## src/verilog/gate_sync_pkg.sv

```systemverilog
// Shared constants, register map and carrier types for the output gate and link block
`default_nettype none

package gate_sync_pkg;

	// ==========================================================
	// Clock and pulse timing
	localparam int unsigned CLK_FREQ_MHZ  = 125;
	localparam int unsigned PULSE_MIN_NS  = 30000;
	// Least time, so round up to whole cycles
	localparam int unsigned PULSE_MIN_CYC = (PULSE_MIN_NS * CLK_FREQ_MHZ + 999) / 1000;
	localparam int unsigned PCNT_W        = 12;
	localparam int unsigned PWM_DIV       = 125;
	localparam int unsigned DIV_W         = 8;
	localparam int unsigned PWM_W         = 16;

	// ==========================================================
	// Register byte offsets
	localparam logic [7:0] REG_CTRL       = 8'h00;
	localparam logic [7:0] REG_ENABLE     = 8'h04;
	localparam logic [7:0] REG_STATE      = 8'h08;
	localparam logic [7:0] REG_IRQ_STATUS = 8'h0c;
	localparam logic [7:0] REG_IRQ_MASK   = 8'h10;
	localparam logic [7:0] REG_GATE_PWM   = 8'h14;
	localparam logic [7:0] REG_LINK_PWM   = 8'h18;

	// ==========================================================
	// Field positions
	localparam int unsigned CTRL_W          = 7;
	localparam int unsigned CTRL_PULSE_MODE = 0;
	localparam int unsigned CTRL_GATE_INV   = 1;
	localparam int unsigned CTRL_LINK_INV   = 2;
	localparam int unsigned CTRL_GATE_FN    = 3;
	localparam int unsigned CTRL_LINK_FN    = 5;
	localparam int unsigned EN_ON           = 0;
	localparam int unsigned EN_CLR_TRIP     = 1;
	localparam int unsigned IRQ_W           = 3;
	localparam int unsigned IRQ_TRIP        = 0;
	localparam int unsigned IRQ_GATE        = 1;
	localparam int unsigned IRQ_LINK_RX     = 2;
	localparam int unsigned PWM_DUTY_LSB    = 16;

	// ==========================================================
	// Reset values
	localparam logic [CTRL_W-1:0] CTRL_RST = 7'h00;
	localparam logic [IRQ_W-1:0]  MASK_RST = 3'h0;
	localparam logic [31:0]       PWM_RST  = 32'h0000_0000;

	// ==========================================================
	// Pin function select
	typedef enum logic [1:0] {
		FN_SPECIAL = 2'h0,
		FN_ONE     = 2'h1,
		FN_ZERO    = 2'h2,
		FN_PWM     = 2'h3
	} pin_fn_e;

	// ==========================================================
	// Carriers
	typedef struct packed {
		logic        cyc;
		logic        stb;
		logic        we;
		logic [7:0]  adr;
		logic [3:0]  sel;
		logic [31:0] dat;
	} wb_req_s;

	typedef struct packed {
		logic        ack;
		logic [31:0] dat;
	} wb_rsp_s;

	typedef struct packed {
		logic o;
		logic oe;
	} pin_drv_s;

	typedef struct packed {
		logic [PWM_W-1:0] cnt;
		logic             out;
	} pwm_state_s;

endpackage : gate_sync_pkg

`default_nettype wire

```

## src/verilog/output_gate_sync.sv

```systemverilog
// Output gate and linked turn-on logic behind two rear port pins, with Wishbone registers
// How it works
// - In level-gate mode, non-inverted, a low gate pin while enabled forces the output to zero but keeps the enable and its indicator on.
// - In level-gate mode the output comes back by itself as soon as the gate pin is inactive again.
// - A floating gate pin reads high, which in non-inverted use is inactive and changes nothing.
// - With the gate pin inverted, a high level is the one that suppresses the output.
// - Each pin has its own invert bit that applies to what it receives and to what it drives.
// - While the level gate suppresses the output a gate-active indication is raised and the output stays off.
// - The gate pin can be switched from level-gate mode to pulse-trip mode.
// - In pulse-trip mode a valid pulse while enabled clears the enable, so output and indicator go off.
// - A trip sets a protection flag and keeps the output off until software clears it and enables again.
// - In linked turn-on mode the link pin both receives and drives pulses.
// - In linked turn-on mode each off-to-on change of the enable that comes while no pulse is going out sends one pulse out on the link pin.
// - A link pulse received while already enabled leaves the enable alone and only raises the link-receive event.
// - A link pulse received while disabled turns the enable on, unless the protection flag stands.
// - In general output use a pin drives a constant one, a constant zero or a PWM waveform.
//
// Implementation choices: the Wishbone register port and the register offsets.
`default_nettype none

module output_gate_sync #(
	parameter int unsigned PULSE_CYC = gate_sync_pkg::PULSE_MIN_CYC,
	parameter int unsigned DIV_CYC   = gate_sync_pkg::PWM_DIV
) (
	// Clock and reset
	input  wire logic                   clk_i,
	input  wire logic                   rst_i,
	// Wishbone slave
	input  wire gate_sync_pkg::wb_req_s wb_i,
	output gate_sync_pkg::wb_rsp_s      wb_o,
	// Gate pin
	input  wire logic                   gate_pin_i,
	output logic                        gate_pin_o,
	output logic                        gate_pin_oe_o,
	// Link pin
	input  wire logic                   link_pin_i,
	output logic                        link_pin_o,
	output logic                        link_pin_oe_o,
	// Instrument state
	output logic                        output_enable_o,
	output logic                        actual_output_on_o,
	output logic                        gate_active_indicator_o,
	output logic                        trip_protect_flag_o,
	// Interrupt
	output logic                        irq_o
);
	import gate_sync_pkg::*;

	localparam int unsigned GATE = 0;
	localparam int unsigned LINK = 1;
	localparam logic [PCNT_W-1:0] PULSE_LAST = PCNT_W'(PULSE_CYC - 1);
	localparam logic [DIV_W-1:0]  DIV_LAST   = DIV_W'(DIV_CYC - 1);

	typedef struct packed {
		logic [CTRL_W-1:0]        ctrl;
		logic                     out_en;
		logic                     prev_en;
		logic                     trip;
		logic                     gate_act;
		logic                     act_on;
		logic [IRQ_W-1:0]         irq_stat;
		logic [IRQ_W-1:0]         irq_mask;
		logic                     irq;
		logic [31:0]              gate_pwm;
		logic [31:0]              link_pwm;
		wb_rsp_s                  rsp;
		logic [1:0]               sync1;
		logic [1:0]               sync2;
		logic [1:0][PCNT_W-1:0]   flt_cnt;
		logic [1:0]               flt_done;
		logic                     tx_busy;
		logic [PCNT_W-1:0]        tx_cnt;
		pin_drv_s                 gate_drv;
		pin_drv_s                 link_drv;
		logic [DIV_W-1:0]         div_cnt;
		logic                     tick;
	} state_s;

	state_s st_ff;
	state_s nxt_st;

	logic gate_pwm_val;
	logic link_pwm_val;

	// ==========================================================
	// PWM sources for general output use
	pwm_gen u_gate_pwm (
		.clk_i    (clk_i),
		.rst_i    (rst_i),
		.tick_i   (st_ff.tick),
		.period_i (st_ff.gate_pwm[PWM_W-1:0]),
		.duty_i   (st_ff.gate_pwm[PWM_DUTY_LSB +: PWM_W]),
		.pwm_o    (gate_pwm_val)
	);

	pwm_gen u_link_pwm (
		.clk_i    (clk_i),
		.rst_i    (rst_i),
		.tick_i   (st_ff.tick),
		.period_i (st_ff.link_pwm[PWM_W-1:0]),
		.duty_i   (st_ff.link_pwm[PWM_DUTY_LSB +: PWM_W]),
		.pwm_o    (link_pwm_val)
	);

	// ==========================================================
	// Helpers
	function automatic logic [31:0] merge_bytes(input logic [31:0] old_v,
		input logic [31:0] new_v, input logic [3:0] sel);
		logic [31:0] res;
		res = old_v;
		for (int b = 0; b < 4; b++) begin
			if (sel[b]) begin
				res[8*b +: 8] = new_v[8*b +: 8];
			end
		end
		return res;
	endfunction : merge_bytes

	// Logical one drives the active (low) level unless the pin is inverted
	function automatic logic pin_level(input logic val, input logic inv);
		return ~val ^ inv;
	endfunction : pin_level

	// ==========================================================
	// Next-state logic
	always_comb begin
		logic        req;
		logic        wr;
		logic        en_on_cmd;
		logic        en_off_cmd;
		logic        clr_trip;
		logic [31:0] wdat;
		logic [1:0]  act_lvl;
		logic [1:0]  rx_pulse;
		logic        gate_inv;
		logic        link_inv;
		logic        pulse_mode;
		pin_fn_e     gate_fn;
		pin_fn_e     link_fn;
		logic        gate_special;
		logic        link_special;
		logic        trip_ev;
		logic        link_on_ev;
		logic        gate_lvl_act;
		logic        gen_val;

		nxt_st       = st_ff;
		req          = 1'b0;
		wr           = 1'b0;
		en_on_cmd    = 1'b0;
		en_off_cmd   = 1'b0;
		clr_trip     = 1'b0;
		wdat         = '0;
		act_lvl      = '0;
		rx_pulse     = '0;
		gate_inv     = st_ff.ctrl[CTRL_GATE_INV];
		link_inv     = st_ff.ctrl[CTRL_LINK_INV];
		pulse_mode   = st_ff.ctrl[CTRL_PULSE_MODE];
		gate_fn      = pin_fn_e'(st_ff.ctrl[CTRL_GATE_FN +: 2]);
		link_fn      = pin_fn_e'(st_ff.ctrl[CTRL_LINK_FN +: 2]);
		gate_special = (gate_fn == FN_SPECIAL);
		link_special = (link_fn == FN_SPECIAL);
		trip_ev      = 1'b0;
		link_on_ev   = 1'b0;
		gate_lvl_act = 1'b0;
		gen_val      = 1'b0;

		// ======================================================
		// Input synchronisers and width filters
		nxt_st.sync1 = {link_pin_i, gate_pin_i};
		nxt_st.sync2 = st_ff.sync1;
		// Active level is low unless inverted; our own drive is not heard as input
		act_lvl[GATE] = ~(st_ff.sync2[GATE] ^ gate_inv);
		act_lvl[LINK] = ~(st_ff.sync2[LINK] ^ link_inv) & ~st_ff.tx_busy;
		for (int p = 0; p < 2; p++) begin
			if (!act_lvl[p]) begin
				nxt_st.flt_cnt[p]  = '0;
				nxt_st.flt_done[p] = 1'b0;
			end else if (st_ff.flt_cnt[p] < PULSE_LAST) begin
				nxt_st.flt_cnt[p] = st_ff.flt_cnt[p] + PCNT_W'(1);
			end else if (!st_ff.flt_done[p]) begin
				// One pulse per active phase, however long it stays
				rx_pulse[p]        = 1'b1;
				nxt_st.flt_done[p] = 1'b1;
			end
		end

		// ======================================================
		// Wishbone slave: one wait state, ack for one cycle
		req        = wb_i.cyc && wb_i.stb && !st_ff.rsp.ack;
		wr         = req && wb_i.we;
		nxt_st.rsp.ack = req;
		wdat       = wb_i.dat;
		if (req) begin
			case ({wb_i.adr[7:2], 2'b00})
				REG_CTRL:       nxt_st.rsp.dat = {25'h0, st_ff.ctrl};
				REG_ENABLE:     nxt_st.rsp.dat = {31'h0, st_ff.out_en};
				REG_STATE:      nxt_st.rsp.dat = {24'h0, 1'b0, st_ff.sync2, st_ff.tx_busy,
					st_ff.trip, st_ff.gate_act, st_ff.act_on, st_ff.out_en};
				REG_IRQ_STATUS: nxt_st.rsp.dat = {29'h0, st_ff.irq_stat};
				REG_IRQ_MASK:   nxt_st.rsp.dat = {29'h0, st_ff.irq_mask};
				REG_GATE_PWM:   nxt_st.rsp.dat = st_ff.gate_pwm;
				REG_LINK_PWM:   nxt_st.rsp.dat = st_ff.link_pwm;
				default:        nxt_st.rsp.dat = 32'h0000_0000;
			endcase
		end
		if (wr) begin
			case ({wb_i.adr[7:2], 2'b00})
				REG_CTRL: begin
					if (wb_i.sel[0]) begin
						nxt_st.ctrl = wdat[CTRL_W-1:0];
					end
				end
				REG_ENABLE: begin
					if (wb_i.sel[0]) begin
						// Turning on is refused while the protection flag stands
						en_on_cmd  = wdat[EN_ON] && !st_ff.trip;
						en_off_cmd = !wdat[EN_ON];
						clr_trip   = wdat[EN_CLR_TRIP];
					end
				end
				REG_IRQ_MASK: begin
					if (wb_i.sel[0]) begin
						nxt_st.irq_mask = wdat[IRQ_W-1:0];
					end
				end
				REG_GATE_PWM: nxt_st.gate_pwm = merge_bytes(st_ff.gate_pwm, wdat, wb_i.sel);
				REG_LINK_PWM: nxt_st.link_pwm = merge_bytes(st_ff.link_pwm, wdat, wb_i.sel);
				default: begin
				end
			endcase
		end

		// ======================================================
		// Enable state, trip and link turn-on
		trip_ev = gate_special && pulse_mode && rx_pulse[GATE] && st_ff.out_en;
		// A link pulse turns on only from off and never past a standing trip
		link_on_ev = link_special && rx_pulse[LINK] && !st_ff.out_en
			&& !st_ff.trip;
		if (trip_ev) begin
			nxt_st.out_en = 1'b0;
		end else if (en_off_cmd) begin
			nxt_st.out_en = 1'b0;
		end else if (en_on_cmd || link_on_ev) begin
			nxt_st.out_en = 1'b1;
		end
		// Set wins over a clear in the same cycle
		if (trip_ev) begin
			nxt_st.trip = 1'b1;
		end else if (clr_trip) begin
			nxt_st.trip = 1'b0;
		end

		// Level gate leaves the enable alone and only masks the actual output
		gate_lvl_act    = gate_special && !pulse_mode && act_lvl[GATE];
		nxt_st.gate_act = gate_lvl_act && nxt_st.out_en;
		nxt_st.act_on   = nxt_st.out_en && !gate_lvl_act;

		// ======================================================
		// Link pulse transmitter
		nxt_st.prev_en = st_ff.out_en;
		if (st_ff.tx_busy) begin
			if (st_ff.tx_cnt >= PULSE_LAST) begin
				nxt_st.tx_busy = 1'b0;
			end else begin
				nxt_st.tx_cnt = st_ff.tx_cnt + PCNT_W'(1);
			end
		end else if (link_special && st_ff.out_en && !st_ff.prev_en) begin
			nxt_st.tx_busy = 1'b1;
			nxt_st.tx_cnt  = '0;
		end

		// ======================================================
		// Pin drivers
		case (gate_fn)
			FN_ONE:  gen_val = 1'b1;
			FN_ZERO: gen_val = 1'b0;
			FN_PWM:  gen_val = gate_pwm_val;
			default: gen_val = 1'b0;
		endcase
		nxt_st.gate_drv.oe = !gate_special;
		nxt_st.gate_drv.o  = !gate_special && pin_level(gen_val, gate_inv);
		case (link_fn)
			FN_ONE:  gen_val = 1'b1;
			FN_ZERO: gen_val = 1'b0;
			FN_PWM:  gen_val = link_pwm_val;
			default: gen_val = 1'b1;
		endcase
		if (link_special) begin
			// Released between pulses so the far end may drive the line
			nxt_st.link_drv.oe = nxt_st.tx_busy;
			nxt_st.link_drv.o  = nxt_st.tx_busy && pin_level(1'b1, link_inv);
		end else begin
			nxt_st.link_drv.oe = 1'b1;
			nxt_st.link_drv.o  = pin_level(gen_val, link_inv);
		end

		// ======================================================
		// PWM rate divider
		if (st_ff.div_cnt >= DIV_LAST) begin
			nxt_st.div_cnt = '0;
			nxt_st.tick    = 1'b1;
		end else begin
			nxt_st.div_cnt = st_ff.div_cnt + DIV_W'(1);
			nxt_st.tick    = 1'b0;
		end

		// ======================================================
		// Sticky events: write one clears, a new event in the same cycle wins
		if (wr && {wb_i.adr[7:2], 2'b00} == REG_IRQ_STATUS && wb_i.sel[0]) begin
			nxt_st.irq_stat = st_ff.irq_stat & ~wdat[IRQ_W-1:0];
		end
		if (trip_ev) begin
			nxt_st.irq_stat[IRQ_TRIP] = 1'b1;
		end
		if (nxt_st.gate_act && !st_ff.gate_act) begin
			nxt_st.irq_stat[IRQ_GATE] = 1'b1;
		end
		if (link_special && rx_pulse[LINK]) begin
			nxt_st.irq_stat[IRQ_LINK_RX] = 1'b1;
		end
		nxt_st.irq = |(nxt_st.irq_stat & nxt_st.irq_mask);
	end

	// ==========================================================
	// State register
	always_ff @(posedge clk_i) begin
		if (rst_i) begin
			st_ff          <= '0;
			st_ff.ctrl     <= CTRL_RST;
			st_ff.irq_mask <= MASK_RST;
			st_ff.gate_pwm <= PWM_RST;
			st_ff.link_pwm <= PWM_RST;
			st_ff.sync1    <= 2'h3;
			st_ff.sync2    <= 2'h3;
		end else begin
			st_ff <= nxt_st;
		end
	end

	// ==========================================================
	// Outputs, all straight from the state register
	assign wb_o                    = st_ff.rsp;
	assign gate_pin_o              = st_ff.gate_drv.o;
	assign gate_pin_oe_o           = st_ff.gate_drv.oe;
	assign link_pin_o              = st_ff.link_drv.o;
	assign link_pin_oe_o           = st_ff.link_drv.oe;
	assign output_enable_o         = st_ff.out_en;
	assign actual_output_on_o      = st_ff.act_on;
	assign gate_active_indicator_o = st_ff.gate_act;
	assign trip_protect_flag_o     = st_ff.trip;
	assign irq_o                   = st_ff.irq;

endmodule : output_gate_sync

`default_nettype wire

```

## src/verilog/pwm_gen.sv

```systemverilog
// Tick-driven PWM generator for one port pin in general output use
`default_nettype none

module pwm_gen (
	// Clock and reset
	input  wire logic                           clk_i,
	input  wire logic                           rst_i,
	// Rate and shape
	input  wire logic                           tick_i,
	input  wire logic [gate_sync_pkg::PWM_W-1:0] period_i,
	input  wire logic [gate_sync_pkg::PWM_W-1:0] duty_i,
	// Waveform, logical one during the duty part
	output logic                                pwm_o
);
	import gate_sync_pkg::*;

	pwm_state_s st_ff;
	pwm_state_s nxt_st;

	always_comb begin
		nxt_st = st_ff;
		if (tick_i) begin
			// A period of zero or one still gives a defined waveform
			if (st_ff.cnt >= period_i - PWM_W'(1) || period_i == '0) begin
				nxt_st.cnt = '0;
			end else begin
				nxt_st.cnt = st_ff.cnt + PWM_W'(1);
			end
		end
		nxt_st.out = (st_ff.cnt < duty_i);
	end

	always_ff @(posedge clk_i) begin
		if (rst_i) begin
			st_ff <= '0;
		end else begin
			st_ff <= nxt_st;
		end
	end

	assign pwm_o = st_ff.out;

endmodule : pwm_gen

`default_nettype wire

```

## config.mk

```make
export PLATFORM = sky130hd
export DESIGN_NAME = output_gate_sync
export DESIGN_NICKNAME = d
export VERILOG_FILES = /design/src/verilog/gate_sync_pkg.sv /design/src/verilog/output_gate_sync.sv /design/src/verilog/pwm_gen.sv
export SDC_FILE = /design/constraint.sdc
export NUM_CORES = 1
export LEC_CHECK = 0
export BUFFER_PORTS_ARGS = -buffer_cell sky130_fd_sc_hd__clkbuf_2
export CAP_MARGIN = 20
export CORE_ASPECT_RATIO = 0.75
export CORE_MARGIN = 2
export CORE_UTILIZATION = 55
export CTS_CLUSTER_SIZE = 40
export DETAILED_ROUTE_END_ITERATION = 6
export PLACE_DENSITY = 0.74
export SETUP_SLACK_MARGIN = 0.3
export SYNTH_ARGS = -nofsm -noshare
export SYNTH_HDL_FRONTEND = slang
export SYNTH_HIERARCHICAL = 1
export SYNTH_SLANG_ARGS = --single-unit
export TNS_END_PERCENT = 50
```

## constraint.sdc

```tcl
create_clock -name clk_i -period 4.2 [get_ports clk_i]
set_input_delay 0.42 -clock clk_i [delete_from_list [all_inputs] [get_ports clk_i]]
set_output_delay 0.42 -clock clk_i [all_outputs]
set_load 0.01 [all_outputs]
```

# Word-level counts from Yosys, hierarchy flattened

Cells that the tools add are included.

Word-level logic and storage cells: 170
Bits in registers: 206
Input port bits: 51
Output and inout bits: 42

$add $sub $neg: 8
Eq/ne operators: 11
Magnitude comparators: 8
Reductions and logical operators: 54
Multiplexer cells: 38
Bitwise gates (word level): 14

Operators with widths:

| operator                                            | count |
|---|---|
| case mux 32 bit (7 select lines)                    | 1 |
| adder 12 x 1 -> 12 bit, second input constant       | 3 |
| adder 16 x 1 -> 16 bit, second input constant       | 2 |
| >= comparator 16 bit                                | 2 |
| zero test 16 bit                                    | 2 |
| < comparator 16 bit                                 | 2 |
| 2-to-1 mux 16 bit                                   | 2 |
| subtractor 16 x 1 -> 16 bit, second input constant  | 2 |
| AND reduction 3 bit                                 | 9 |
| 2-to-1 mux 13 bit                                   | 2 |
| 2-to-1 mux 1 bit                                    | 25 |
| < comparator 12 bit, second input constant          | 2 |
| logical AND 1 bit                                   | 21 |
| == test 6 x 3 -> 1 bit, second input constant       | 3 |
| == test 6 x 2 -> 1 bit, second input constant       | 2 |
| >= comparator 12 bit, second input constant         | 1 |
| 2-to-1 mux 12 bit                                   | 1 |
| 2-to-1 mux 3 bit                                    | 4 |
| zero test 1 bit                                     | 9 |
| adder 8 x 1 -> 8 bit, second input constant         | 1 |
| >= comparator 8 x 7 -> 1 bit, second input constant | 1 |
| bitwise AND 3 bit                                   | 2 |
| == test 2 bit, second input constant                | 3 |
| == test 6 x 1 -> 1 bit, second input constant       | 1 |
| other kinds (15)                                    | 30 |

# Logic depth before layout (Yosys ltp)

Gate-level depths: netlist of run 1.

Depth after elaboration: 16
Gate-level depth with buffers: 12
Depth with buffers taken out: 11

# Modules after synthesis

The synthesis of run 1 kept the hierarchy.

By module, submodules not included:

| module           | cells an instance | sequential area each (um2) | area an instance (um2) | times used |
|---|---|---|---|---|
| output_gate_sync | 851               | 3,443.3                    | 7,500.9                | 1 |
| pwm_gen          | 204               | 340.3                      | 1,785.5                | 2 |

# Worst setup path after synthesis of run 1

OpenSTA, ideal clock, no wires.

Kind: register -> register
From: register st_ff[100] in the netlist's numbering
To: register u_link_pwm/st_ff[15] in the netlist's numbering
Data arrival time: 2.973 ns
Required time: 4.124 ns
Buffers on the path: 1
Library setup time: 0.076 ns
Period minus slack after synthesis: 3.049 ns
Path slack: 1.151 ns
Cell stages (with the launch flop): 12
Cell sequence: dfxtp_1 > or4_4 > or3_1 > nor2_1 > xnor2_1 > ha_1 > nand4_1 > nor2_1 > a2111oi_0 > a21oi_4 > buf_12 > nor3_2

Longest elaborated chain between the ends: 4
Elaborated cells on any way between the ends: 5
Those cells by class: 1 x add/sub; 1 x order compare; 1 x mux; 2 x reduce/logical

Ends and longest elaborated chain:

| what                        | RTL line                | text |
|---|---|---|
| start, declared             | output_gate_sync.sv:79  | `state_s st_ff;` |
| start signal, assigned      | output_gate_sync.sv:337 | `st_ff <= nxt_st;` |
| subtractor 16 x 1 -> 16 bit | pwm_gen.sv:24           | `if (st_ff.cnt >= period_i - PWM_W'(1) \|\| period_i == '0) begin` |
| >= comparator 16 bit        | pwm_gen.sv:24           |  |
| logical OR 1 bit (*)        | pwm_gen.sv:24           |  |
| 2-to-1 mux 16 bit (*)       | pwm_gen.sv:24           |  |
| end signal, assigned        | pwm_gen.sv:37           | `st_ff <= nxt_st;` |
| end, declared               | pwm_gen.sv:17           | `pwm_state_s st_ff;` |

Mark *: on every way between the ends. The rest lies on a longest branch, timed or not.
A chain may end at the register's enable or synchronous reset.

# Final worst setup path of run 1

From: register st_ff[132] in the netlist's numbering
To: register u_gate_pwm/st_ff[13] in the netlist's numbering

Longest elaborated chain between the ends: 4
Elaborated cells on any way between the ends: 5
Those cells by class: 1 x add/sub; 1 x order compare; 1 x mux; 2 x reduce/logical

Ends and longest elaborated chain:

| what                        | RTL line |
|---|---|
| subtractor 16 x 1 -> 16 bit | pwm_gen.sv:24 |
| >= comparator 16 bit        | pwm_gen.sv:24 |
| logical OR 1 bit (*)        | pwm_gen.sv:24 |
| 2-to-1 mux 16 bit (*)       | pwm_gen.sv:24 |
| end signal, assigned        | pwm_gen.sv:37 |
| end, declared               | pwm_gen.sv:17 |

Marked as above.

==> results.ini, run 1 <==
[floorplanning]
core_area_um2=19500
die-area_um2=21300
ioPinCount=93
start_util_pct=56.7
die_h_um=127
rows=44
die_w_um=168

[power_and_ir_drop]
pwr-share-clk_pct=49.5
power_density_nw_per_um2=343
internal_power_mw=3.26
swShare_pct=22.3
p_leak_nw=5.21
pwr-share-seq_pct=46.9
netSwitchingPower_mw=0.937
p_comb_share_pct=3.5
peakVddDrop_uv=226

[sta]
worst_clock_skew_ps=10.2
hold_ws_ps=104
rsz0062_at_grt=no
tightest_slew_ps=1070
hold_viol_final=0
finalSetupViolations=0
max_freq_ghz=0.292
slew_viol_final=0
period_minus_slack_ps=3420
slew_headroom_pct=27.8
finalCritPeriodShare_pct=81.4
fin_tns_setup_ps=0

[worst_setup_path]
crit_path_end_kind=flop
path_cells=or4_4, or3_1, nor2_1, xnor2_1, ha_1, nand4_1, nor2_1, a2111oi_0, a21oi_4, nor3_1
crit_path_frequent_cell=nor2_1
worstSetupPathType=reg2reg
arrival_ps=3840
worstPathRequired_ps=4620
crit_slowest_cell=a2111oi_0
crit_family=simple AND/OR/NAND/NOR gates
cp-startpoint=st_ff[132]$_SDFFE_PP0P_
cp_max_fo=16
critPathLaunchType=flop
slowest_delay_ps=680
rr_startpoint=st_ff[132]$_SDFFE_PP0P_
critical_path_buf_inv_count=0

[logic_synthesis]
synth.most_common_cell=dfxtp_1
async_flop_share_pct=0
yosys_warnings=6
synth.distinct_cells=72
synthTopCellsByCount=dfxtp_1, nor2_1, ha_1
synth.cell_area_um2=11100
syn_nets=1385
yosysTopAreaCellShare_pct=37.2
yosysTopAreaCell=dfxtp_1
ys_dominant_reg_cell=dfxtp_1
syn_inst=1259
yosysSeqAreaShare_pct=37.2
ys_ff_latch=206
ys_top_cells_by_area=dfxtp_1, ha_1, nor2_1
synth_edf_count=0
avgSynthCellArea_um2=8.79

[clocking]
clkTransAtPathRegs_ps=70
cts.sinks=206
cts_hold_buf=0
cts_buffers=22
htree_levels=1
clk_latency_ps=510
cts-resized-gates=0
cts_setup_buffers=0
cts-root-buf=clkbuf_16
cts_tree=yes
cts_buffer_depth=3

[flow_run]
maxCapViolCount=0

[final_layout]
drive_gt1_share_pct=15.6
multi_input_area_um2=6260
fin_area_um2=12200
area_growth_pct=10.6
final_nets=1431
utilization_pct=62.7
fillers=1653
final-seq-area_um2=4120
antennaDiodeCount=0
stdcell_count=1573

[placed_design]
placed_cell_area_um2=11500
dpl.hpwl_mm=20.0
port_buffers=90
dp_cells=1534
gp_congestion=0.880

[grt]
globalRouteTotalUtil_pct=25.3
gr-total-overflow=0
grt_pass1_vias=8416
grt_antenna_before_repair=0
grt_pass1_wl_mm=44.0
grt_max_degree=52

[routing]
avgRoutedWirePerCell_um=17.4
drt_wl_total_mm=27.4
final_antenna_net_count=0
drc=0
dr.first_iter.drc_count=814
routed_via_density=5.80
dr.pass1.iters=6
vias=9122

[status]
status=complete, no violations

[hold_path]
hold_start=link_pin_i
hp-class=in2reg

-- registers in the layout, indices dropped and copies added (netlist names), 2 cells and up --
signal	count
nxt_st	2
st_ff	128
wb_o	33
u_link_pwm/st_ff	16
u_gate_pwm/st_ff	16
-- layout make-up --
cell class	instances	share of cell area, %
Clock buffer	27	5.15
Clock inverter	12	1.20
Inverter	58	1.78
Multi-Input combinational cell	914	51.1
Sequential cell	206	33.7
Tap cell	253	2.58
Timing Repair Buffer	103	4.49
-- metrics by stage --
step	power, mW	setup WS, ps
3_3_place_gp	2.16	968
4_1_cts	4.21	777
3_5_place_dp	2.16	863
2_1_floorplan	2.10	1150
6_report	4.20	780
5_1_grt	4.31	561
-- cell usage in the layout (no fill, tap or decap), types with 4 or more instances in the layout --
master and instances:
a2111oi_0 4, a211o_1 4, a211oi_1 8, a21o_1 14
a21oi_1 72, a222oi_1 4, a22oi_1 27, a31oi_1 4
and2_1 6, and3_1 13, and4_1 6, buf_4 14
clkbuf_16 23, clkbuf_2 89, clkbuf_8 4, clkinv_2 6
dfxtp_1 206, ha_1 75, inv_1 56, mux2_2 4
mux2i_1 66, nand2_1 69, nand2b_1 13, nand3_1 41
nand4_1 24, nor2_1 204, nor2b_1 7, nor3_1 34
nor3_2 23, nor4_1 8, o21ai_0 18, o31ai_1 4
or2_2 5, or3_1 8, xnor2_1 48, xor2_1 41
-- routing by layer --
metal | up-vias | wire length [um] | global-route usage (%)
met5 | - | 0 | 0
met4 | 0 | 459 | 5.58
met3 | 41 | 2140 | 4.71
li1 | 4450 | - | -
met2 | 316 | 11200 | 37.1
met1 | 4315 | 13600 | 38.5
-- kinds of logic (layout without fill, tap and decap cells) --
group | after synthesis | in the layout | share of synthesized area [%]
AOI/OAI and AO/OA | 183 | 183 | 11.0
xor gates and xnor gates | 89 | 89 | 7.04
adders and majority gates | 75 | 75 | 8.48
buffers and inverters | 139 | 200 | 6.35
DFF | 206 | 206 | 37.2
muxes | 70 | 70 | 6.37
other | 1 | 1 | 0.0339
and+or+nand+nor | 496 | 496 | 23.5
-- path summary, 6_finish.rpt --
path	slack, ps	cells after the start	to
max	780	10	u_gate_pwm/st_ff[13]$_SDFFE_PP0P_
min	100	2	nxt_st[53]$_SDFF_PP1_
max reg2reg	780	10	u_gate_pwm/st_ff[13]$_SDFFE_PP0P_
min reg2reg	410	1	st_ff[53]$_SDFF_PP1_
-- power by group through the flow --
stage,Clock (mW),Sequential [mW],Combinational (mW)
finish,2.08,1.97,0.149
global route,2.18,1.97,0.161
CTS,2.09,1.97,0.147
detailed placement,0,2.01,0.146
global placement,0,2.01,0.144
floorplan,0,2.01,0.0931
Note: power is estimated with default switching activity, not from simulation.
==> run 2, diff against run 1 <==
==> constraint.sdc (replaced) <==
create_clock -name clk_i -period 3.4 [get_ports clk_i]
set_input_delay 0.34 -clock clk_i [delete_from_list [all_inputs] [get_ports clk_i]]
set_output_delay 0.34 -clock clk_i [all_outputs]
set_load 0.01 [all_outputs]
==> run 2 against run 1 <==
  * The flow now finishes with violations (design-rule violations)
  * Clock skew decreased by 0.95 ps
  * Non-clock buffer count increased by 9
  * Power increased by 23%
  * Sequential share of layout area decreased by 0.40 points
  * Register-to-register slack got worse by 340 ps
  * Critical path depth increased by 1
  * Via count increased by 0.30%
  * Routed wire length increased by 1.0%
  * Maximum frequency increased by 16%
  * Hold slack got worse by 72 ps
==> results.ini, run 2 (same netlist as run 1, synthesis figures left out) <==
[worst_setup_path]
cp_max_fo=8  ; -8
reg2reg_slack_ps=440  ; -340 ps
crit_path_frequent_cell=nor2_1
r2r_end=u_gate_pwm/st_ff[14]$_SDFFE_PP0P_
crit_path_end_kind=flop
critPathLaunchType=flop
arrival_ps=3320  ; -520 ps
path_cells=or4_4, or3_1, nor2_1, xnor2_1, ha_1, nand4_1, nor2_1, a2111oi_4, buf_4, a21oi_4, nor3_1
critical_path_buf_inv_count=1  ; +1
rr_worst_depth=11  ; +1
worstPathRequired_ps=3760  ; -860 ps
crit_family=simple AND/OR/NAND/NOR gates
rr_startpoint=st_ff[133]$_SDFFE_PP0P_
worstSetupPathType=reg2reg
slowest_delay_ps=550  ; -130 ps
crit_slowest_cell=or4_4
cp-startpoint=st_ff[133]$_SDFFE_PP0P_

[floorplanning]
start_util_pct=56.7  ; unchanged
ioPinCount=93  ; unchanged
rows=44  ; unchanged
die_w_um=168  ; unchanged
core_area_um2=19500  ; unchanged
die_h_um=127  ; unchanged
die-area_um2=21300  ; unchanged

[clocking]
clkTransAtPathRegs_ps=60  ; about the same
cts_buffer_depth=3  ; unchanged
cts_tree=yes
cts.sinks=206  ; unchanged
cts_hold_buf=0  ; unchanged
htree_levels=1  ; unchanged
clk_latency_ps=500  ; about the same
cts_buffers=21  ; -4.5%
cts-root-buf=clkbuf_16

[power_and_ir_drop]
power_density_nw_per_um2=416  ; +21%
p_leak_nw=5.27  ; +1.1%
power_mw=5.16  ; +23%
peakVddDrop_uv=319  ; +41%

[routing]
dr.first_iter.drc_count=825  ; +1.4%
routed_via_density=5.79  ; -0.21%
drc=1  ; +1
final_antenna_net_count=0  ; unchanged
vias=9149  ; +0.30%
dr.pass1.iters=7  ; +1
drt_wl_total_mm=27.7  ; +1.0%
avgRoutedWirePerCell_um=17.5  ; +0.52%

[sta]
fin_tns_setup_ps=0  ; unchanged
finalWorstSetupSlack_ps=442  ; -338 ps
tightest_slew_ps=679  ; -395 ps
rsz0062_at_grt=no
hold_viol_final=0  ; unchanged
finalCritPeriodShare_pct=87.0  ; +5.6 points
period_minus_slack_ps=2960  ; -462 ps
slew_viol_final=0  ; unchanged
slew_headroom_pct=54.6  ; +27 points
worst_clock_skew_ps=9.29  ; -0.950 ps
max_freq_ghz=0.338  ; +16%
finalSetupViolations=0  ; unchanged

[grt]
grt_pass1_vias=8615  ; +2.4%
globalRouteTotalUtil_pct=25.7  ; +0.36 points
gr-total-overflow=0  ; unchanged
grt_antenna_before_repair=0  ; unchanged
grt_max_degree=42  ; -19%
grt_pass1_wl_mm=44.6  ; +1.5%

[final_layout]
antennaDiodeCount=0  ; unchanged
final_cell_mix=nor2_1, dfxtp_1, clkbuf_2
final_nets=1440  ; +0.63%
area_growth_pct=12.0
fin_area_um2=12400  ; +1.3%
largest_register_ffs=128  ; unchanged
drive_gt1_share_pct=16.6  ; +0.96 points
utilization_pct=63.5  ; +0.80 points
max_flop_register=st_ff

[placed_design]
placed_cell_area_um2=11500  ; +0.61%
gp_congestion=0.909  ; +3.3%
port_buffers=90  ; unchanged
dpl.hpwl_mm=20.2  ; +0.87%
dp_slack_ps=16.0  ; -847 ps

[status]
status=finished, violations left
violations=design-rule violations

[flow_run]
maxCapViolCount=0  ; unchanged

[hold_path]
hp-class=in2reg
hold_depth=2  ; unchanged
hold_start=gate_pin_i
holdPathEnd=nxt_st[52]$_SDFF_PP1_

run 2: routing by layer:
layer  share of wire, %  global-route usage, %
met5                  0                      0
met4                1.2                   4.71
met3                7.0                   4.06
met2                 41                   37.8
met1                 51                   39.7
run 2: per-stage QoR:
stage / instances / hold slack, ps
global route: 1581 / 32.6
CTS: 1577 / 20.4
finish: 1581 / 32.7
global placement: 1540 / 396
detailed placement: 1540 / 401
floorplan: 1259 / 389
run 2: cell type report:
type	count	area [um^2]
inverter	58	218
multi-input combinational	915	6320
fill	1651	7140
clock inverter	9	148
tap	253	317
timing repair buffer	112	659
sequential	206	4130
clock buffer	28	612
run 2: what timing repair did:
action	4_1_cts	5_1_grt
cloned	0	1
pin swaps	0	4
resized for setup	2	11
setup buffers	0	3
setup endpoints to repair	16	32
run 2: where the power goes:
| part | internal [mW] | total [mW] | switching (mW) |
|---|---|---|---|
| combinational | 0.0662 | 0.198 | 0.132 |
| sequential | 2.42 | 2.43 | 0.0131 |
| clock | 1.56 | 2.53 | 0.964 |
| total | 4.05 | 5.16 | 1.11 |
run 2: worst max-delay path by stage:
stage                                   endpoint  slack [ps]  depth (start not counted)
3_3_place_gp   u_gate_pwm/st_ff[11]$_SDFFE_PP0P_         150                         10
2_1_floorplan  u_link_pwm/st_ff[15]$_SDFFE_PP0P_         350                         11
4_1_cts        u_gate_pwm/st_ff[14]$_SDFFE_PP0P_         330                         10
5_1_grt         u_gate_pwm/st_ff[1]$_SDFFE_PP0P_         300                         11
6_report       u_gate_pwm/st_ff[14]$_SDFFE_PP0P_         440                         11
3_5_place_dp   u_gate_pwm/st_ff[14]$_SDFFE_PP0P_          20                         10
==> run 3, diff against run 2 <==
==> constraint.sdc (replaced) <==
create_clock -name clk_i -period 3.42 [get_ports clk_i]
set_input_delay 0.342 -clock clk_i [delete_from_list [all_inputs] [get_ports clk_i]]
set_output_delay 0.342 -clock clk_i [all_outputs]
set_load 0.01 [all_outputs]
==> run 3 against run 2 <==
  * The flow now finishes without violations
  * Clock skew rose by 5.5 ps
  * Count of clock-buffer cells in the layout decreased by 1
  * Register-to-register slack barely moved
  * Critical path depth is 1 higher
  * Clock power down 12%
  * Maximum frequency down 0.74%
  * Sequential share of layout area is 0.36 points higher
  * Setup slack worse by 2.1 ps
==> results.ini, run 3 (same netlist as run 1, synthesis figures left out) <==
[status]
status=complete, no violations

[placed_design]
gp_congestion=0.896  ; -1.4%
dp_cells=1538  ; -0.13%
dpl.hpwl_mm=20.0  ; -0.88%
port_buffers=90  ; unchanged

[floorplanning]
start_util_pct=56.7  ; unchanged
die-area_um2=21300  ; unchanged
rows=44  ; unchanged
die_h_um=127  ; unchanged
die_w_um=168  ; unchanged
core_area_um2=19500  ; unchanged
ioPinCount=93  ; unchanged

[sta]
rsz0062_at_grt=no
fin_tns_setup_ps=0  ; unchanged
period_minus_slack_ps=2980  ; +22.1 ps
worst_clock_skew_ps=14.8  ; +5.53 ps
slew_viol_final=0  ; unchanged
finalSetupViolations=0  ; unchanged
hold_viol_final=0  ; unchanged
slew_headroom_pct=55.4  ; +0.79 points
max_freq_ghz=0.336  ; -0.74%
tightest_slew_ps=667  ; -11.8 ps
finalCritPeriodShare_pct=87.1  ; +0.14 points

[final_layout]
antennaDiodeCount=0  ; unchanged
largest_register_ffs=128  ; unchanged
final-seq-area_um2=4130  ; about the same
utilization_pct=62.9  ; -0.61 points
stdcell_count=1575  ; -0.38%
area_growth_pct=11.0
final_common_cell=nor2_1
drive_gt1_share_pct=16.8  ; +0.23 points
final_nets=1436  ; -0.28%
final_cell_mix=nor2_1, dfxtp_1, clkbuf_2
multi_input_area_um2=6320  ; about the same
fillers=1665  ; +0.85%
max_flop_register=st_ff

[worst_setup_path]
critPathLaunchType=flop
reg2reg_slack_ps=440  ; about the same
crit_path_end_kind=flop
worstPathRequired_ps=3830  ; +70 ps
arrival_ps=3390  ; +70 ps
cp_max_fo=16  ; +8
worstSetupPathType=reg2reg

[routing]
dr.pass1.iters=6  ; -1
avgRoutedWirePerCell_um=17.2  ; -1.7%
dr.first_iter.drc_count=650  ; -21%
routed_via_density=5.77  ; -0.24%
drc=0  ; -1
final_antenna_net_count=0  ; unchanged
vias=9092  ; -0.62%
drt_wl_total_mm=27.1  ; -2.0%

[grt]
gr-total-overflow=0  ; unchanged
globalRouteTotalUtil_pct=25.4  ; -0.30 points
grt_max_degree=57  ; +36%
grt_pass1_vias=8712  ; +1.1%
grt_pass1_wl_mm=44.5  ; -0.29%
grt_antenna_before_repair=0  ; unchanged

[power_and_ir_drop]
power_mw=4.84  ; -6.2%
peakVddDrop_uv=342  ; +7.3%
p_leak_nw=5.21  ; -1.2%
power_density_nw_per_um2=394  ; -5.3%

[clocking]
cts_buffers=21  ; unchanged
clkTransAtPathRegs_ps=70  ; about the same
cts_hold_buf=0  ; unchanged
cts_buffer_depth=3  ; unchanged
cts_tree=yes
cts.sinks=206  ; unchanged
clk_latency_ps=500  ; about the same
htree_levels=1  ; unchanged
cts-root-buf=clkbuf_16

[hold_path]
hp-class=in2reg

[flow_run]
maxCapViolCount=0  ; unchanged

[run 3: changes by cell type in the layout (fill, tap and decap cells not counted), sizes merged]
| cell | delta |
|---|---|
| a21oi | -1 |
| clkinv | +2 |
| clkbuf | -1 |
| bufinv | -3 |
| buf | -3 |
[run 3: layout make-up]
cell class                      count  share of cell area [%]
Tap cell                          253                    2.58
Inverter                           58                    1.77
Clock inverter                      8                   0.550
Timing Repair Buffer              109                    5.26
Clock buffer                       27                    4.79
Sequential cell                   206                    33.6
Multi-Input combinational cell    914                    51.4
[run 3: repair_timing]
action | in CTS | in global routing
setup buffers | 0 | 2
endpoints found under the setup margin | 0 | 32
gates resized for setup | 0 | 19
[run 3: worst max-delay path, cell delays in order (launching register included)]
cell and delay, ps:
dfxtp_2 350, or4_4 550, or3_4 350, nor2_2 110, xnor2_1 140, ha_1 260, nand4_1 160, nor2_1 80
a2111oi_2 300, buf_4 180, a21oi_4 60, buf_12 170, nor3_1 190
[run 3: report_power, final]
group | switching, mW | internal, mW | total (mW)
clock | 0.940 | 1.28 | 2.22
combinational | 0.127 | 0.0674 | 0.195
sequential | 0.0132 | 2.41 | 2.42
[run 3: per-stage QoR]
step	hold slack [ps]	worst slack (ps)	area, um^2
global placement	398	430	11500
CTS	20.9	359	12200
detailed placement	400	386	11500
finish	27.6	440	12300
global route	36.3	275	12300
floorplan	389	371	11100
[run 3: layer usage]
layer,track usage [%],wire (um)
met5,0,0
met1,38.0,13500
met4,5.63,459
met2,37.3,11100
met3,5.43,2090
[run 3: path summary, 6_finish.rpt]
check,start,endpoint,cells past startpoint
max,st_ff[132]$_SDFFE_PP0P_,u_gate_pwm/st_ff[10]$_SDFFE_PP0P_,12
min reg2reg,nxt_st[53]$_SDFF_PP1_,st_ff[53]$_SDFF_PP1_,1
max reg2reg,st_ff[132]$_SDFFE_PP0P_,u_gate_pwm/st_ff[10]$_SDFFE_PP0P_,12
min,gate_pin_i,nxt_st[52]$_SDFF_PP1_,2
